--- src/lsr_pkg.sv ---
// Constants, field layouts and carrier types of the locked config bank
package lsr_pkg;

  // ****************************************************************
  // Geometry
  // ****************************************************************
  localparam int NUM_REGS = 4;
  localparam int NUM_FIELDS = 2;
  localparam int DATA_W = 32;
  localparam int ADDR_W = 6;
  localparam int IDX_W = 2;

  // ****************************************************************
  // Register map, byte addresses, one aligned word each
  // ****************************************************************
  localparam logic [ADDR_W-1:0] OFS_CFG_BASE = 6'h00;
  localparam logic [ADDR_W-1:0] OFS_LOCK_BASE = 6'h10;
  localparam logic [ADDR_W-1:0] OFS_STATUS = 6'h20;
  localparam logic [ADDR_W-1:0] OFS_REFUSED = 6'h24;
  localparam logic [1:0] REGION_CFG = 2'h0;
  localparam logic [1:0] REGION_LOCK = 2'h1;
  localparam int REGION_LSB = 4;
  localparam int IDX_LSB = 2;

  // Status word bit positions
  localparam int STAT_HELD_BIT = 0;
  localparam int STAT_REQ_BIT = 1;

  // ****************************************************************
  // Field masks per register, used by field granular locking
  // ****************************************************************
  localparam logic [NUM_REGS-1:0][NUM_FIELDS-1:0][DATA_W-1:0]
    FIELD_MASK = '{
      '{32'hffff0000, 32'h0000ffff},
      '{32'hffffff00, 32'h000000ff},
      '{32'hff000000, 32'h00ffffff},
      '{32'hfffffff0, 32'h0000000f}
    };

  // ****************************************************************
  // Values after reset
  // ****************************************************************
  localparam logic [DATA_W-1:0] RDATA_RST = 32'h00000000;
  localparam logic [NUM_REGS-1:0] REFUSED_RST = 4'h0;
  localparam logic SYNC_RST = 1'h1;
  localparam logic STATUS_N_RST = 1'h0;

  // ****************************************************************
  // Types
  // ****************************************************************
  typedef logic [NUM_REGS-1:0][DATA_W-1:0] lsr_bank_t;

  // Programmed once; no run-time path alters these
  typedef struct packed {
    lsr_bank_t init_value;
    lsr_bank_t bit_lock;
    logic [NUM_REGS-1:0][NUM_FIELDS-1:0] field_lock;
    logic [NUM_REGS-1:0] reg_lock;
  } lsr_nv_cfg_t;

  typedef struct packed {
    logic [ADDR_W-1:0] addr;
    logic [DATA_W-1:0] wdata;
    logic wr;
    logic rd;
  } lsr_bus_req_t;

  typedef struct packed {
    lsr_bank_t cfg;
    logic [DATA_W-1:0] rdata;
    logic [NUM_REGS-1:0] refused;
    logic req_meta;
    logic req_sync;
    logic status_n;
  } lsr_state_t;

endpackage

--- src/lsr_bank.sv ---
// Locked system configuration register bank with subsystem reset control
module lsr_bank (
  input wire logic mclk_in,
  input wire logic rst_in,
  input wire lsr_pkg::lsr_nv_cfg_t nv_cfg_in,
  input wire lsr_pkg::lsr_bus_req_t bus_in,
  input wire logic subsystem_reset_request_n_in,
  output logic [lsr_pkg::DATA_W-1:0] rdata_out,
  output lsr_pkg::lsr_bank_t config_out,
  output logic subsystem_reset_n_out,
  output logic subsystem_reset_status_n_out
);

  // ****************************************************************
  // State
  // ****************************************************************
  lsr_pkg::lsr_state_t state;
  lsr_pkg::lsr_state_t next_state;

  // Effective lock mask of each register, one bit per flop; a net,
  // since each generate pass drives its own word of it
  wire lsr_pkg::lsr_bank_t eff_lock;

  // Decoded bus fields
  logic [1:0] region;
  logic [lsr_pkg::IDX_W-1:0] idx;
  logic aligned;
  logic hit_cfg;
  logic hit_lock;
  logic hit_status;
  logic hit_refused;

  // ****************************************************************
  // Lock mask, merged from the three granularities
  // ****************************************************************
  // The non-volatile inputs are only ever read here and below; the
  // block offers no way to change them, so a lock cannot be undone
  // by software once the part is programmed.
  for (genvar g = 0; g < lsr_pkg::NUM_REGS; g++) begin : g_lock
    logic [lsr_pkg::DATA_W-1:0] field_part;

    // Expand field locks through the fixed field masks
    always_comb begin
      field_part = '0;
      for (int f = 0; f < lsr_pkg::NUM_FIELDS; f++) begin
        if (nv_cfg_in.field_lock[g][f]) begin
          field_part = field_part | lsr_pkg::FIELD_MASK[g][f];
        end
      end
    end

    // Register lock covers all bits, bit lock covers one each
    assign eff_lock[g] = nv_cfg_in.bit_lock[g]
                       | {lsr_pkg::DATA_W{nv_cfg_in.reg_lock[g]}}
                       | field_part;
  end

  // ****************************************************************
  // Address decode
  // ****************************************************************
  // Only aligned word addresses hit; anything else reads as zero and
  // a write to it is dropped without side effect.
  assign region = bus_in.addr[lsr_pkg::REGION_LSB +: 2];
  assign idx = bus_in.addr[lsr_pkg::IDX_LSB +: lsr_pkg::IDX_W];
  assign aligned = (bus_in.addr[1:0] == 2'h0);

  always_comb begin
    hit_cfg = 1'b0;
    hit_lock = 1'b0;
    hit_status = 1'b0;
    hit_refused = 1'b0;
    if (!aligned) begin
      hit_cfg = 1'b0;
    end else if (region == lsr_pkg::REGION_CFG) begin
      hit_cfg = 1'b1;
    end else if (region == lsr_pkg::REGION_LOCK) begin
      hit_lock = 1'b1;
    end else if (bus_in.addr == lsr_pkg::OFS_STATUS) begin
      hit_status = 1'b1;
    end else if (bus_in.addr == lsr_pkg::OFS_REFUSED) begin
      hit_refused = 1'b1;
    end
  end

  // ****************************************************************
  // Next state
  // ****************************************************************
  always_comb begin
    logic held;
    logic wr_hit;
    logic [lsr_pkg::DATA_W-1:0] wr_val;
    logic [lsr_pkg::DATA_W-1:0] lock;
    logic [lsr_pkg::DATA_W-1:0] init;
    logic [lsr_pkg::NUM_REGS-1:0] refused_set;
    logic [lsr_pkg::NUM_REGS-1:0] refused_clr;

    held = 1'b0;
    wr_hit = 1'b0;
    wr_val = '0;
    lock = '0;
    init = '0;
    refused_set = '0;
    refused_clr = '0;
    next_state = state;

    // Two flops on the request pin; only the second one is used
    next_state.req_meta = subsystem_reset_request_n_in;
    next_state.req_sync = state.req_meta;

    // Subsystem is held while the synchronised request is low
    held = !state.req_sync;
    next_state.status_n = !held;

    // Per-register update with lock enforcement
    for (int r = 0; r < lsr_pkg::NUM_REGS; r++) begin
      lock = eff_lock[r];
      init = nv_cfg_in.init_value[r];
      wr_hit = bus_in.wr && hit_cfg && (idx == r[lsr_pkg::IDX_W-1:0]);
      wr_val = state.cfg[r];
      if (held) begin
        // Holding the subsystem also reloads its configuration
        wr_val = init;
      end else if (wr_hit) begin
        // Unlocked bits take the written data
        wr_val = (state.cfg[r] & lock)
               | (bus_in.wdata & ~lock);
        // Note an attempt to change a protected bit
        if (((bus_in.wdata ^ state.cfg[r]) & lock) != '0) begin
          refused_set[r] = 1'b1;
        end
      end
      // Locked flops are forced back to init every edge, which also
      // undoes any upset; the repair lands on the next clock, not
      // asynchronously, since this block has no async reset path.
      next_state.cfg[r] = (wr_val & ~lock) | (init & lock);
    end

    // Write one clears refused flags; a new refusal wins the clear
    if (bus_in.wr && hit_refused) begin
      refused_clr = bus_in.wdata[lsr_pkg::NUM_REGS-1:0];
    end
    next_state.refused = (state.refused & ~refused_clr)
                       | refused_set;

    // Read data stands for one cycle only, zero otherwise
    next_state.rdata = '0;
    if (bus_in.rd) begin
      if (hit_cfg) begin
        next_state.rdata = state.cfg[idx];
      end else if (hit_lock) begin
        next_state.rdata = eff_lock[idx];
      end else if (hit_status) begin
        next_state.rdata[lsr_pkg::STAT_HELD_BIT] = !state.status_n;
        next_state.rdata[lsr_pkg::STAT_REQ_BIT] = state.req_sync;
      end else if (hit_refused) begin
        next_state.rdata[lsr_pkg::NUM_REGS-1:0] = state.refused;
      end
    end

    // Synchronous reset: the bank loads its programmed values
    if (rst_in) begin
      next_state.cfg = nv_cfg_in.init_value;
      next_state.rdata = lsr_pkg::RDATA_RST;
      next_state.refused = lsr_pkg::REFUSED_RST;
      next_state.req_meta = lsr_pkg::SYNC_RST;
      next_state.req_sync = lsr_pkg::SYNC_RST;
      next_state.status_n = lsr_pkg::STATUS_N_RST;
    end
  end

  // ****************************************************************
  // State register
  // ****************************************************************
  always_ff @(posedge mclk_in) begin
    state <= next_state;
  end

  // ****************************************************************
  // Outputs, all straight from flops
  // ****************************************************************
  // Fabric readers reach rdata through their interface controller
  assign rdata_out = state.rdata;
  assign config_out = state.cfg;
  assign subsystem_reset_n_out = state.status_n;
  assign subsystem_reset_status_n_out = state.status_n;

endmodule

--- config.mk ---
export PLATFORM = sky130hd
export DESIGN_NAME = lsr_bank
export DESIGN_NICKNAME = d
export VERILOG_FILES = /design/src/lsr_pkg.sv /design/src/lsr_bank.sv
export SDC_FILE = /design/constraint.sdc
export NUM_CORES = 1
export LEC_CHECK = 0
export BUFFER_PORTS_ARGS = -buffer_cell sky130_fd_sc_hd__buf_2
export CAP_MARGIN = 15
export CORE_AREA = 2 2 181 183
export CTS_CLUSTER_SIZE = 16
export DETAILED_ROUTE_END_ITERATION = 8
export DIE_AREA = 0 0 183 185
export PLACE_DENSITY_LB_ADDON = 0.05
export SLEW_MARGIN = 10
export SYNTH_ARGS = -nofsm -noshare
export SYNTH_HDL_FRONTEND = slang
export SYNTH_SLANG_ARGS = --single-unit
--- constraint.sdc ---
create_clock -name mclk_in -period 2.3 [get_ports mclk_in]
set_clock_uncertainty 0.05 [all_clocks]
set_input_delay 0 -clock mclk_in [delete_from_list [all_inputs] [get_ports mclk_in]]
set_output_delay 0 -clock mclk_in [all_outputs]
set_load 0.05 [all_outputs]
==> results.txt, run 1 <==
clock buffer depth - 2
Yosys warning count - 0
standard-cell rows - 66
combinational share of power - 0.334
total CTS buffers - 17
Post-Layout Cell Count - 2583
Antenna Violating Nets Remaining - 0
initial antenna violation count - 1
ranking of synthesized cells by area - edfxtp_1, mux4_2, buf_4
WS Path Type - input port to flop
Initial Util - 0.4293
delay of the slowest critical-path stage - 620 ps
largest net degree at the start of global routing - 59
Clock power frac - 0.311
Post-synth EDFFs - 128
final worst setup slack - -41.69 ps
CTS tree - done
Post-synth top cells - nand2_1, buf_4, o21ai_0
vias in the first global route - 15270
area leader, netlist - edfxtp_1
Pleak - 7.579 nW
first-pass GRT wire length - 101.6 mm
CP startpoint kind - input port
Final nets - 2473
final wirelength - 72.80 mm
Vias/cell - 6.117
Mapped Avg Cell Area - 9.049 µm²
routed len/inst - 28.18 µm
status - complete, but fails checks
Mapped Cells - 1520
placed cells - 2183
clock slew at the register clock pins of the worst setup and hold paths - 60 ps
syn_nets - 1831
CP Capture Point - state[6]
sequential fraction of the synthesis area - 0.3362
# DRC - 0
FILL cells - 2695
register area - 4626 µm²
critical path peak fanout - 3
Clk Latency, worst-skew pair - 460 ps
clock root cell - clkbuf_16
internal power - 0.006682 W
failing checks - negative setup slack
required time worst endpoint - 2590 ps
vias after detailed routing - 15800
share of the synthesized area in the top cell type - 0.2795
Die X-Extent - 183 µm
CORE AREA - 32040 µm²
Worst Setup End Kind - flop
Worst R2R Path Depth - 5
Critical Path Start - nv_cfg_in[109]
dominant synthesized flop cell - edfxtp_1
Layout area overhead - 44.20%
max frequency - 0.4270 GHz
Placer Congestion - 0.9664
Final Hold Vio Count - 0
final max-slew violation count - 0
drt pass-1 iters - 6
IO buf count - 472
Syn Std Cell Area - 13750 µm²
gr usage total - 0.4160
flops & latches, synth - 167
worst r2r dst - state[6]
initial DRC count - 1968
Period minus WS final - 2342 ps
Clock Sinks - 167
Setup WS pre-CTS - -121.1 ps
Worst IR Drop VDD - 0.0005415 V
worst-path cell chain - dlygate4sd3_1 -> buf_2 -> nor3_1 -> o22ai_1 -> nor4_1 -> nand4_1 -> a31o_1
crit path DAT - 2630 ps
dpl hpwl - 51.76 mm
H-tree depth - 4
Die H - 185 µm
worst relative slew slack - 0.3666
sw power - 0.003667 W
sequential share of power - 0.355
gr ovfl total - 0
I/O Pins - 473
Antenna diodes - 0
Power Density - 521.8 nW/µm²
fin crit share - 1.018
Max Cap Violations - 0
Slowest-stage cell, CP - nor3_1
worst reg-to-reg setup slack - 0 ps
fraction of registers with async set/reset - 0
RSZ-0062 raised after global routing - true
Min Hold Slack - 7.801 ps
Final setup viols - 1
post-synthesis cell type count - 40
Die ar. - 33860 µm²
fraction of layout cells with a size suffix above 1 - 0.3136
count leader, synth - nand2_1
worst slew pin tran - 942.9 ps
footprint of the multi-input gates - 7177 µm²
Hold WC Path Type - input port to flop
Sw Ratio - 0.3543
-- layer usage --
layer	vias to the layer above	track usage	share of wire
met3	211	0.1054	0.12
met4	2	0.1690	0.044
met1	7576	0.5269	0.38
li1	6693	-	-
met5	-	0	0.00015
met2	1318	0.6808	0.46
-- worst min-delay path by stage --
stage                                             from      endpoint  slack (ps)  cells past startpoint
final                                       bus_in[36]  rdata_out[3]           8                      3
after global routing                        bus_in[36]  rdata_out[3]          30                      3
after CTS                                   bus_in[36]  rdata_out[3]           6                      3
after detailed placement  subsystem_reset_request_n_in      state[2]         180                      2
after global placement    subsystem_reset_request_n_in      state[2]         200                      2
after floorplan           subsystem_reset_request_n_in      state[2]          50                      1
-- cells in the final DEF, fill, tap and decap left out, types with 3 or more instances in the layout --
cell type      Yosys  routed
nand2_1          263     263
buf_6             20       3
a21oi_1            8       8
bufinv_16          0       4
clkbuf_16          0      19
buf_4            179      76
nor3_2             4       6
o21ai_0          131     113
dfxtp_1           39      38
mux4_2            62      62
nor4_1            16      15
nor2_1            38      34
o31ai_1          107     107
clkbuf_1          62       5
a31o_1             4       4
a211oi_1          28      28
buf_12             0      12
nand4_1            5       5
or3_2              0       3
nand2b_1           8       7
nor2_2             0       4
buf_2             38     469
o21ai_1            0      16
dlygate4sd3_1      0     361
clkinvlp_4         0       3
nor3_1           124     122
edfxtp_1         128     128
or3_1             37      34
xnor2_1          128     128
o22ai_1           65      65
-- metrics by stage --
stage	instance area [µm²]	total power [W]	setup TNS, ps	util
6_report	19830	0.01035	-41.69	0.6190
5_1_grt	19830	0.01057	-20.56	0.6190
2_1_floorplan	13750	0.005611	0	-
3_3_place_gp	15450	0.006559	-420.2	0.4823
4_1_cts	19700	0.01020	0	0.6148
3_5_place_dp	15450	0.006564	-341.1	0.4823
-- cells by family after synthesis --
group	synth area share
buffers and inverters	0.1472
AOI/OAI and AO/OA	0.1570
and+or+nand+nor	0.1720
DFF	0.3362
muxes	0.1061
xor gates and xnor gates	0.08151
-- repair_timing --
action,4_1_cts,5_1_grt
resized for setup,0,35
endpoints found under the setup margin,0,47
buffers inserted,0,2
endpoints found under the hold margin,255,0
hold buffers,363,0
-- final cells by class --
cell class	instances	area share
multi-input combinational	1047	0.3618
clock buffer	23	0.02309
clock inverter	9	0.007696
timing repair buffer	927	0.3480
sequential	167	0.2332
tap	408	0.02574
inverter	2	0.0003785
-- worst max-delay path, delay by kind of cell --
family	cells	cell delay [ps]
buffers and inverters	2	670
AOI/OAI and AO/OA	2	630
and+or+nand+nor	3	1330
-- power groups by stage --
| stage | logic [W] | registers [W] | clock network [W] |
|---|---|---|---|
| floorplan | 0.00198 | 0.00363 | 0 |
| global placement | 0.00283 | 0.00373 | 0 |
| detailed placement | 0.00283 | 0.00373 | 0 |
| CTS | 0.00333 | 0.00367 | 0.00321 |
| global route | 0.00358 | 0.00369 | 0.00330 |
| finish | 0.00346 | 0.00368 | 0.00321 |
No activity file was read; power rests on OpenSTA's default activity.
==> run 2: changes to the inputs <==
Settings changed: HOLD_SLACK_MARGIN set to 0.03.
==> run 2 against run 1 <==
  * The run still ends with negative setup slack left
  * Hold slack improved by 55 ps
  * Critical path depth did not move
  * Flip-flop and latch count unchanged
  * Fmax grew 0.56%
  * Non-clock buffer count is 10 higher
  * Clock-buffer cell count did not move
  * Sequential power about the same
  * Utilization rose by 0.33 points
  * Clock power hardly changed
  * Setup slack better by 13 ps
  * Die area unchanged
  * Highest routed layer unchanged
==> results.txt, run 2 (synthesis results as in run 1) <==
combinational share of power - 0.335 (was 0.334)
initial DRC count - 2125 (was 1968)
failing checks - negative setup slack (unchanged)
final worst setup slack - -28.61 ps (was -41.69 ps)
Worst IR Drop VDD - 0.0005351 V (was 0.0005415 V)
internal power - 0.006694 W (was 0.006682 W)
Setup WS pre-CTS - -121.1 ps (unchanged)
Period minus WS final - 2329 ps (was 2342 ps)
Final Hold Vio Count - 0 (unchanged)
standard-cell rows - 66 (unchanged)
Placer Congestion - 0.9664 (unchanged)
final max-slew violation count - 0 (unchanged)
crit path DAT - 2610 ps (was 2630 ps)
CP startpoint kind - input port (unchanged)
Pleak - 7.624 nW (was 7.579 nW)
worst slew pin tran - 950.9 ps (was 942.9 ps)
routed len/inst - 28.00 µm (was 28.18 µm)
Clk Latency, worst-skew pair - 450 ps (was 460 ps)
total CTS buffers - 17 (unchanged)
Antenna Violating Nets Remaining - 0 (unchanged)
Initial Util - 0.4293 (unchanged)
status - complete, but fails checks (unchanged)
Worst Setup End Kind - flop (unchanged)
clock root cell - clkbuf_16 (unchanged)
CP delay by family, top - simple AND/OR/NAND/NOR gates (unchanged)
sequential share of power - 0.355 (about the same)
CORE AREA - 32040 µm² (unchanged)
Die X-Extent - 183 µm (unchanged)
footprint of the multi-input gates - 7182 µm² (was 7177 µm²)
WS Path Type - input port to flop (unchanged)
dpl hpwl - 51.76 mm (unchanged)
gr ovfl total - 0 (unchanged)
gr usage total - 0.4175 (was 0.4160)
Layout area overhead - 44.96% (was 44.20%)
Vias/cell - 6.035 (was 6.117)
CP Buf/Inv Count - 2 (unchanged)
Final Util - 0.6223 (was 0.6190)
IO buf count - 472 (unchanged)
Die ar. - 33860 µm² (unchanged)
placed cells - 2183 (unchanged)
clock buffer depth - 2 (unchanged)
Final setup viols - 1 (unchanged)
I/O Pins - 473 (unchanged)
sw power - 0.003657 W (was 0.003667 W)
drt pass-1 iters - 6 (unchanged)
fraction of layout cells with a size suffix above 1 - 0.3126 (was 0.3136)
Die H - 185 µm (unchanged)
CTS tree - done (unchanged)
clock slew at the register clock pins of the worst setup and hold paths - 70 ps (was 60 ps)
Antenna diodes - 0 (unchanged)
vias after detailed routing - 15650 (was 15800)
register area - 4626 µm² (unchanged)
initial antenna violation count - 1 (unchanged)
Slowest-stage cell, CP - nor3_1 (unchanged)
max frequency - 0.4294 GHz (was 0.4270 GHz)
total negative slack - -28.61 ps (was -41.69 ps)
worst-path cell chain - dlygate4sd3_1 -> buf_2 -> nor3_1 -> o22ai_1 -> nor4_1 -> nand4_1 -> a31o_1 (unchanged)
fin crit share - 1.012 (was 1.018)
H-tree depth - 4 (unchanged)
vias in the first global route - 15380 (was 15270)
worst relative slew slack - 0.3612 (was 0.3666)
Max Cap Violations - 0 (unchanged)
required time worst endpoint - 2590 ps (about the same)
FILL cells - 2690 (was 2695)
Post-Layout Cell Count - 2593 (was 2583)
Clock Sinks - 167 (unchanged)
final wirelength - 72.60 mm (was 72.80 mm)
first-pass GRT wire length - 102.0 mm (was 101.6 mm)
commonest cells after routing, fill and taps aside - buf_2, dlygate4sd3_1, nand2_1 (unchanged)
delay of the slowest critical-path stage - 600 ps (was 620 ps)
RSZ-0062 raised after global routing - true (unchanged)
Power Density - 519.1 nW/µm² (was 521.8 nW/µm²)
Hold WC Path Type - input port to flop (unchanged)
# DRC - 0 (unchanged)
largest net degree at the start of global routing - 59 (unchanged)
commonest non-fill, non-tap cell in the layout - buf_2 (unchanged)
critical path peak fanout - 3 (unchanged)
Final nets - 2483 (was 2473)
Sw Ratio - 0.3533 (was 0.3543)
Clock power frac - 0.310 (was 0.311)
==> run 2: cell types whose count changed in the layout (fill, tap and decap cells not counted), sizes merged <==
cell	previous run	this run
dlygate4sd3	361	371
==> run 2: final timing paths <==
path                                      from  slack, ps  depth (start not counted)  endpoint
worst max-delay path            nv_cfg_in[109]        -30                          7  state[6]
worst min-delay path             nv_cfg_in[74]         60                          4      flop
worst max register to register            flop          0                          5  state[6]
worst min register to register        state[2]        420                          1  state[1]
==> run 2: metal layers <==
layer / vias to the layer above / track usage / part of all wire
met1: 7464 / 0.5317 / 0.38
met2: 1278 / 0.6855 / 0.46
met3: 197 / 0.1003 / 0.12
met4: 2 / 0.1661 / 0.043
met5: - / 0 / 0.00015
li1: 6709 / - / -
==> run 2: worst register-to-register path, delay by kind of cell, from the launching register on <==
family	cells	cell delay (ps)
AOI/OAI and AO/OA	2	440
and+or+nand+nor	2	780
xor gates and xnor gates	1	450
DFF	1	460
==> run 2: power by group through the flow <==
stage	Sequential (W)	Combinational, W	Clock (W)
3_3_place_gp	0.00373	0.00283	0
6_report	0.00367	0.00347	0.00321
2_1_floorplan	0.00363	0.00198	0
5_1_grt	0.00369	0.00359	0.00330
3_5_place_dp	0.00373	0.00283	0
4_1_cts	0.00367	0.00334	0.00321
==> run 2: area by class of cell <==
type	count	share of cell area
clock buffer	23	0.02297
clock inverter	9	0.007656
inverter	2	0.0003765
multi-input combinational	1047	0.3602
sequential	167	0.2320
tap	408	0.02560
timing repair buffer	937	0.3512
==> run 2: metrics by stage <==
stage	hold WS (ps)	area [µm²]	power, W
finish	62.51	19940	0.01035
global route	44.44	19940	0.01058
CTS	35.70	19800	0.01022
detailed placement	182.2	15450	0.006564
global placement	195.0	15450	0.006559
floorplan	53.81	13750	0.005611
==> run 2: what timing repair did <==
item	4_1_cts	5_1_grt
hold buffers	373	0
buffers inserted	0	2
endpoints found under the hold margin	261	0
gates resized for setup	0	37
endpoints found under the setup margin	0	49
==> run 3: changes to the inputs <==
Settings changed: BUFFER_PORTS_ARGS -buffer_cell sky130_fd_sc_hd__buf_2 to not set, CORE_AREA 2 2 181 183 to 2 2 182 184, DIE_AREA 0 0 183 185 to 0 0 184 186, DONT_BUFFER_PORTS set to 1, REMOVE_ABC_BUFFERS set to 1.
==> run 3 against run 2 <==
  * The run now fails in clock tree synthesis
  * Area after synthesis is the same
  * Synthesized cell count is the same
==> results.txt, run 3 <==
Mapped Cells - 1520 (unchanged)
I/O Pins - 473 (unchanged)
cts hold-fix bufs - 369 (was 373)
fraction of registers with async set/reset - 0 (unchanged)
Yosys warning count - 0 (unchanged)
Post-DP Area - 13740 µm² (was 15450 µm²)
ranking of synthesized cells by area - edfxtp_1, mux4_2, buf_4 (unchanged)
post-cts repair resize count - 0 (unchanged)
dominant synthesized flop cell - edfxtp_1 (unchanged)
dpl hpwl - 46.20 mm (was 51.76 mm)
share of the synthesized area in the top cell type - 0.2795 (unchanged)
clock buffer depth - 2 (unchanged)
area leader, netlist - edfxtp_1 (unchanged)
Die H - 186 µm (was 185 µm)
Clock Sinks - 167 (unchanged)
Mapped Avg Cell Area - 9.049 µm² (unchanged)
Syn Std Cell Area - 13750 µm² (unchanged)
total CTS buffers - 17 (unchanged)
flops & latches, synth - 167 (unchanged)
Die X-Extent - 184 µm (was 183 µm)
Initial Util - 0.4271 (was 0.4293)
Post-synth EDFFs - 128 (unchanged)
total setup buffers inserted after CTS - 0 (unchanged)
placed cells - 1810 (was 2183)
Post-synth top cells - nand2_1, buf_4, o21ai_0 (unchanged)
sequential fraction of the synthesis area - 0.3362 (unchanged)
Placer Congestion - 0.8860 (was 0.9664)
First Err - [ERROR RSZ-0060] Max buffer count reached.
status - aborted with a tool error (was complete, but fails checks)
clock root cell - clkbuf_16 (unchanged)
Fail Step - clock tree synthesis
post-synthesis cell type count - 40 (unchanged)
IO buf count - 0 (was 472)
H-tree depth - 4 (unchanged)
standard-cell rows - 66 (unchanged)
count leader, synth - nand2_1 (unchanged)
==> run 3: stage by stage <==
stage	worst slack, ps	hold slack (ps)
floorplan	-2500	45.61
global placement	206.0	59.52
detailed placement	217.8	60.37
==> run 3: logic make-up after synthesis <==
logic type,share of synthesized area
AOI/OAI and AO/OA,0.1570
xor gates and xnor gates,0.08151
buffers and inverters,0.1472
DFF,0.3362
muxes,0.1061
and+or+nand+nor,0.1720
==> run 4: changes to the inputs <==
Settings changed: CORE_AREA 2 2 182 184 to not set, CORE_UTILIZATION set to 40, CTS_CLUSTER_SIZE 16 to not set, DIE_AREA 0 0 184 186 to not set, HOLD_SLACK_MARGIN 0.03 to not set, PLACE_DENSITY_LB_ADDON 0.05 to 0.15.
==> run 4 against run 3 <==
  * The flow again stops in clock tree synthesis
  * Synthesized cell count stayed put
  * Area after synthesis stayed put
==> results.txt, run 4 <==
ranking of synthesized cells by area - edfxtp_1, mux4_2, buf_4 (unchanged)
Compound-Gate Fraction of Synth Area - 0.1570 (unchanged)
Synth Area in Simple Gates - 0.1720 (unchanged)
Fail Step - clock tree synthesis (unchanged)
dominant synthesized flop cell - edfxtp_1 (unchanged)
post-cts repair resize count - 0 (unchanged)
IO buf count - 0 (unchanged)
dpl hpwl - 46.21 mm (was 46.20 mm)
clock buffer depth - 2 (unchanged)
H-tree depth - 4 (unchanged)
area leader, netlist - edfxtp_1 (unchanged)
Setup WS pre-CTS - 157.7 ps (was 217.8 ps)
I/O Pins - 473 (unchanged)
Die X-Extent - 187.4 µm (was 184 µm)
post-synthesis cell type count - 40 (unchanged)
sequential fraction of the synthesis area - 0.3362 (unchanged)
First Err - [ERROR RSZ-0060] Max buffer count reached. (unchanged)
Post-synth EDFFs - 128 (unchanged)
cts hold-fix bufs - 374 (was 369)
Placer Congestion - 0.8961 (was 0.8860)
Die H - 187.4 µm (was 186 µm)
total setup buffers inserted after CTS - 0 (unchanged)
main combinational cell family by area after synthesis - simple AND/OR/NAND/NOR gates (unchanged)
flops & latches, synth - 167 (unchanged)
clock root cell - clkbuf_16 (unchanged)
Clock Sinks - 167 (unchanged)
fraction of registers with async set/reset - 0 (unchanged)
Post-synth top cells - nand2_1, buf_4, o21ai_0 (unchanged)
total CTS buffers - 17 (unchanged)
Synth Area in XOR/XNOR - 0.08151 (unchanged)
Syn Std Cell Area - 13750 µm² (unchanged)
count leader, synth - nand2_1 (unchanged)
Yosys warning count - 0 (unchanged)
mux cell area share after synthesis - 0.1061 (unchanged)
Mapped Avg Cell Area - 9.049 µm² (unchanged)
Mapped Cells - 1520 (unchanged)
synthesized-area fraction occupied by adder cells - 0 (unchanged)
Initial Util - 0.4081 (was 0.4271)
standard-cell rows - 67 (was 66)
placed cells - 1836 (was 1810)
status - aborted with a tool error (unchanged)
share of the synthesized area in the top cell type - 0.2795 (unchanged)
[run 4: cell counts after synthesis]
Identical to the previous run, type by type.
[run 4: cell families after synthesis]
family / count (synthesis)
DFF: 167
AOI/OAI and AO/OA: 344
buffers and inverters: 307
xor gates and xnor gates: 128
and+or+nand+nor: 509
muxes: 65
[run 4: stage by stage]
| step | area [µm²] | TNS, ps |
|---|---|---|
| detailed placement | 13670 | 0 |
| global placement | 13670 | 0 |
| floorplan | 11740 | -125770 |
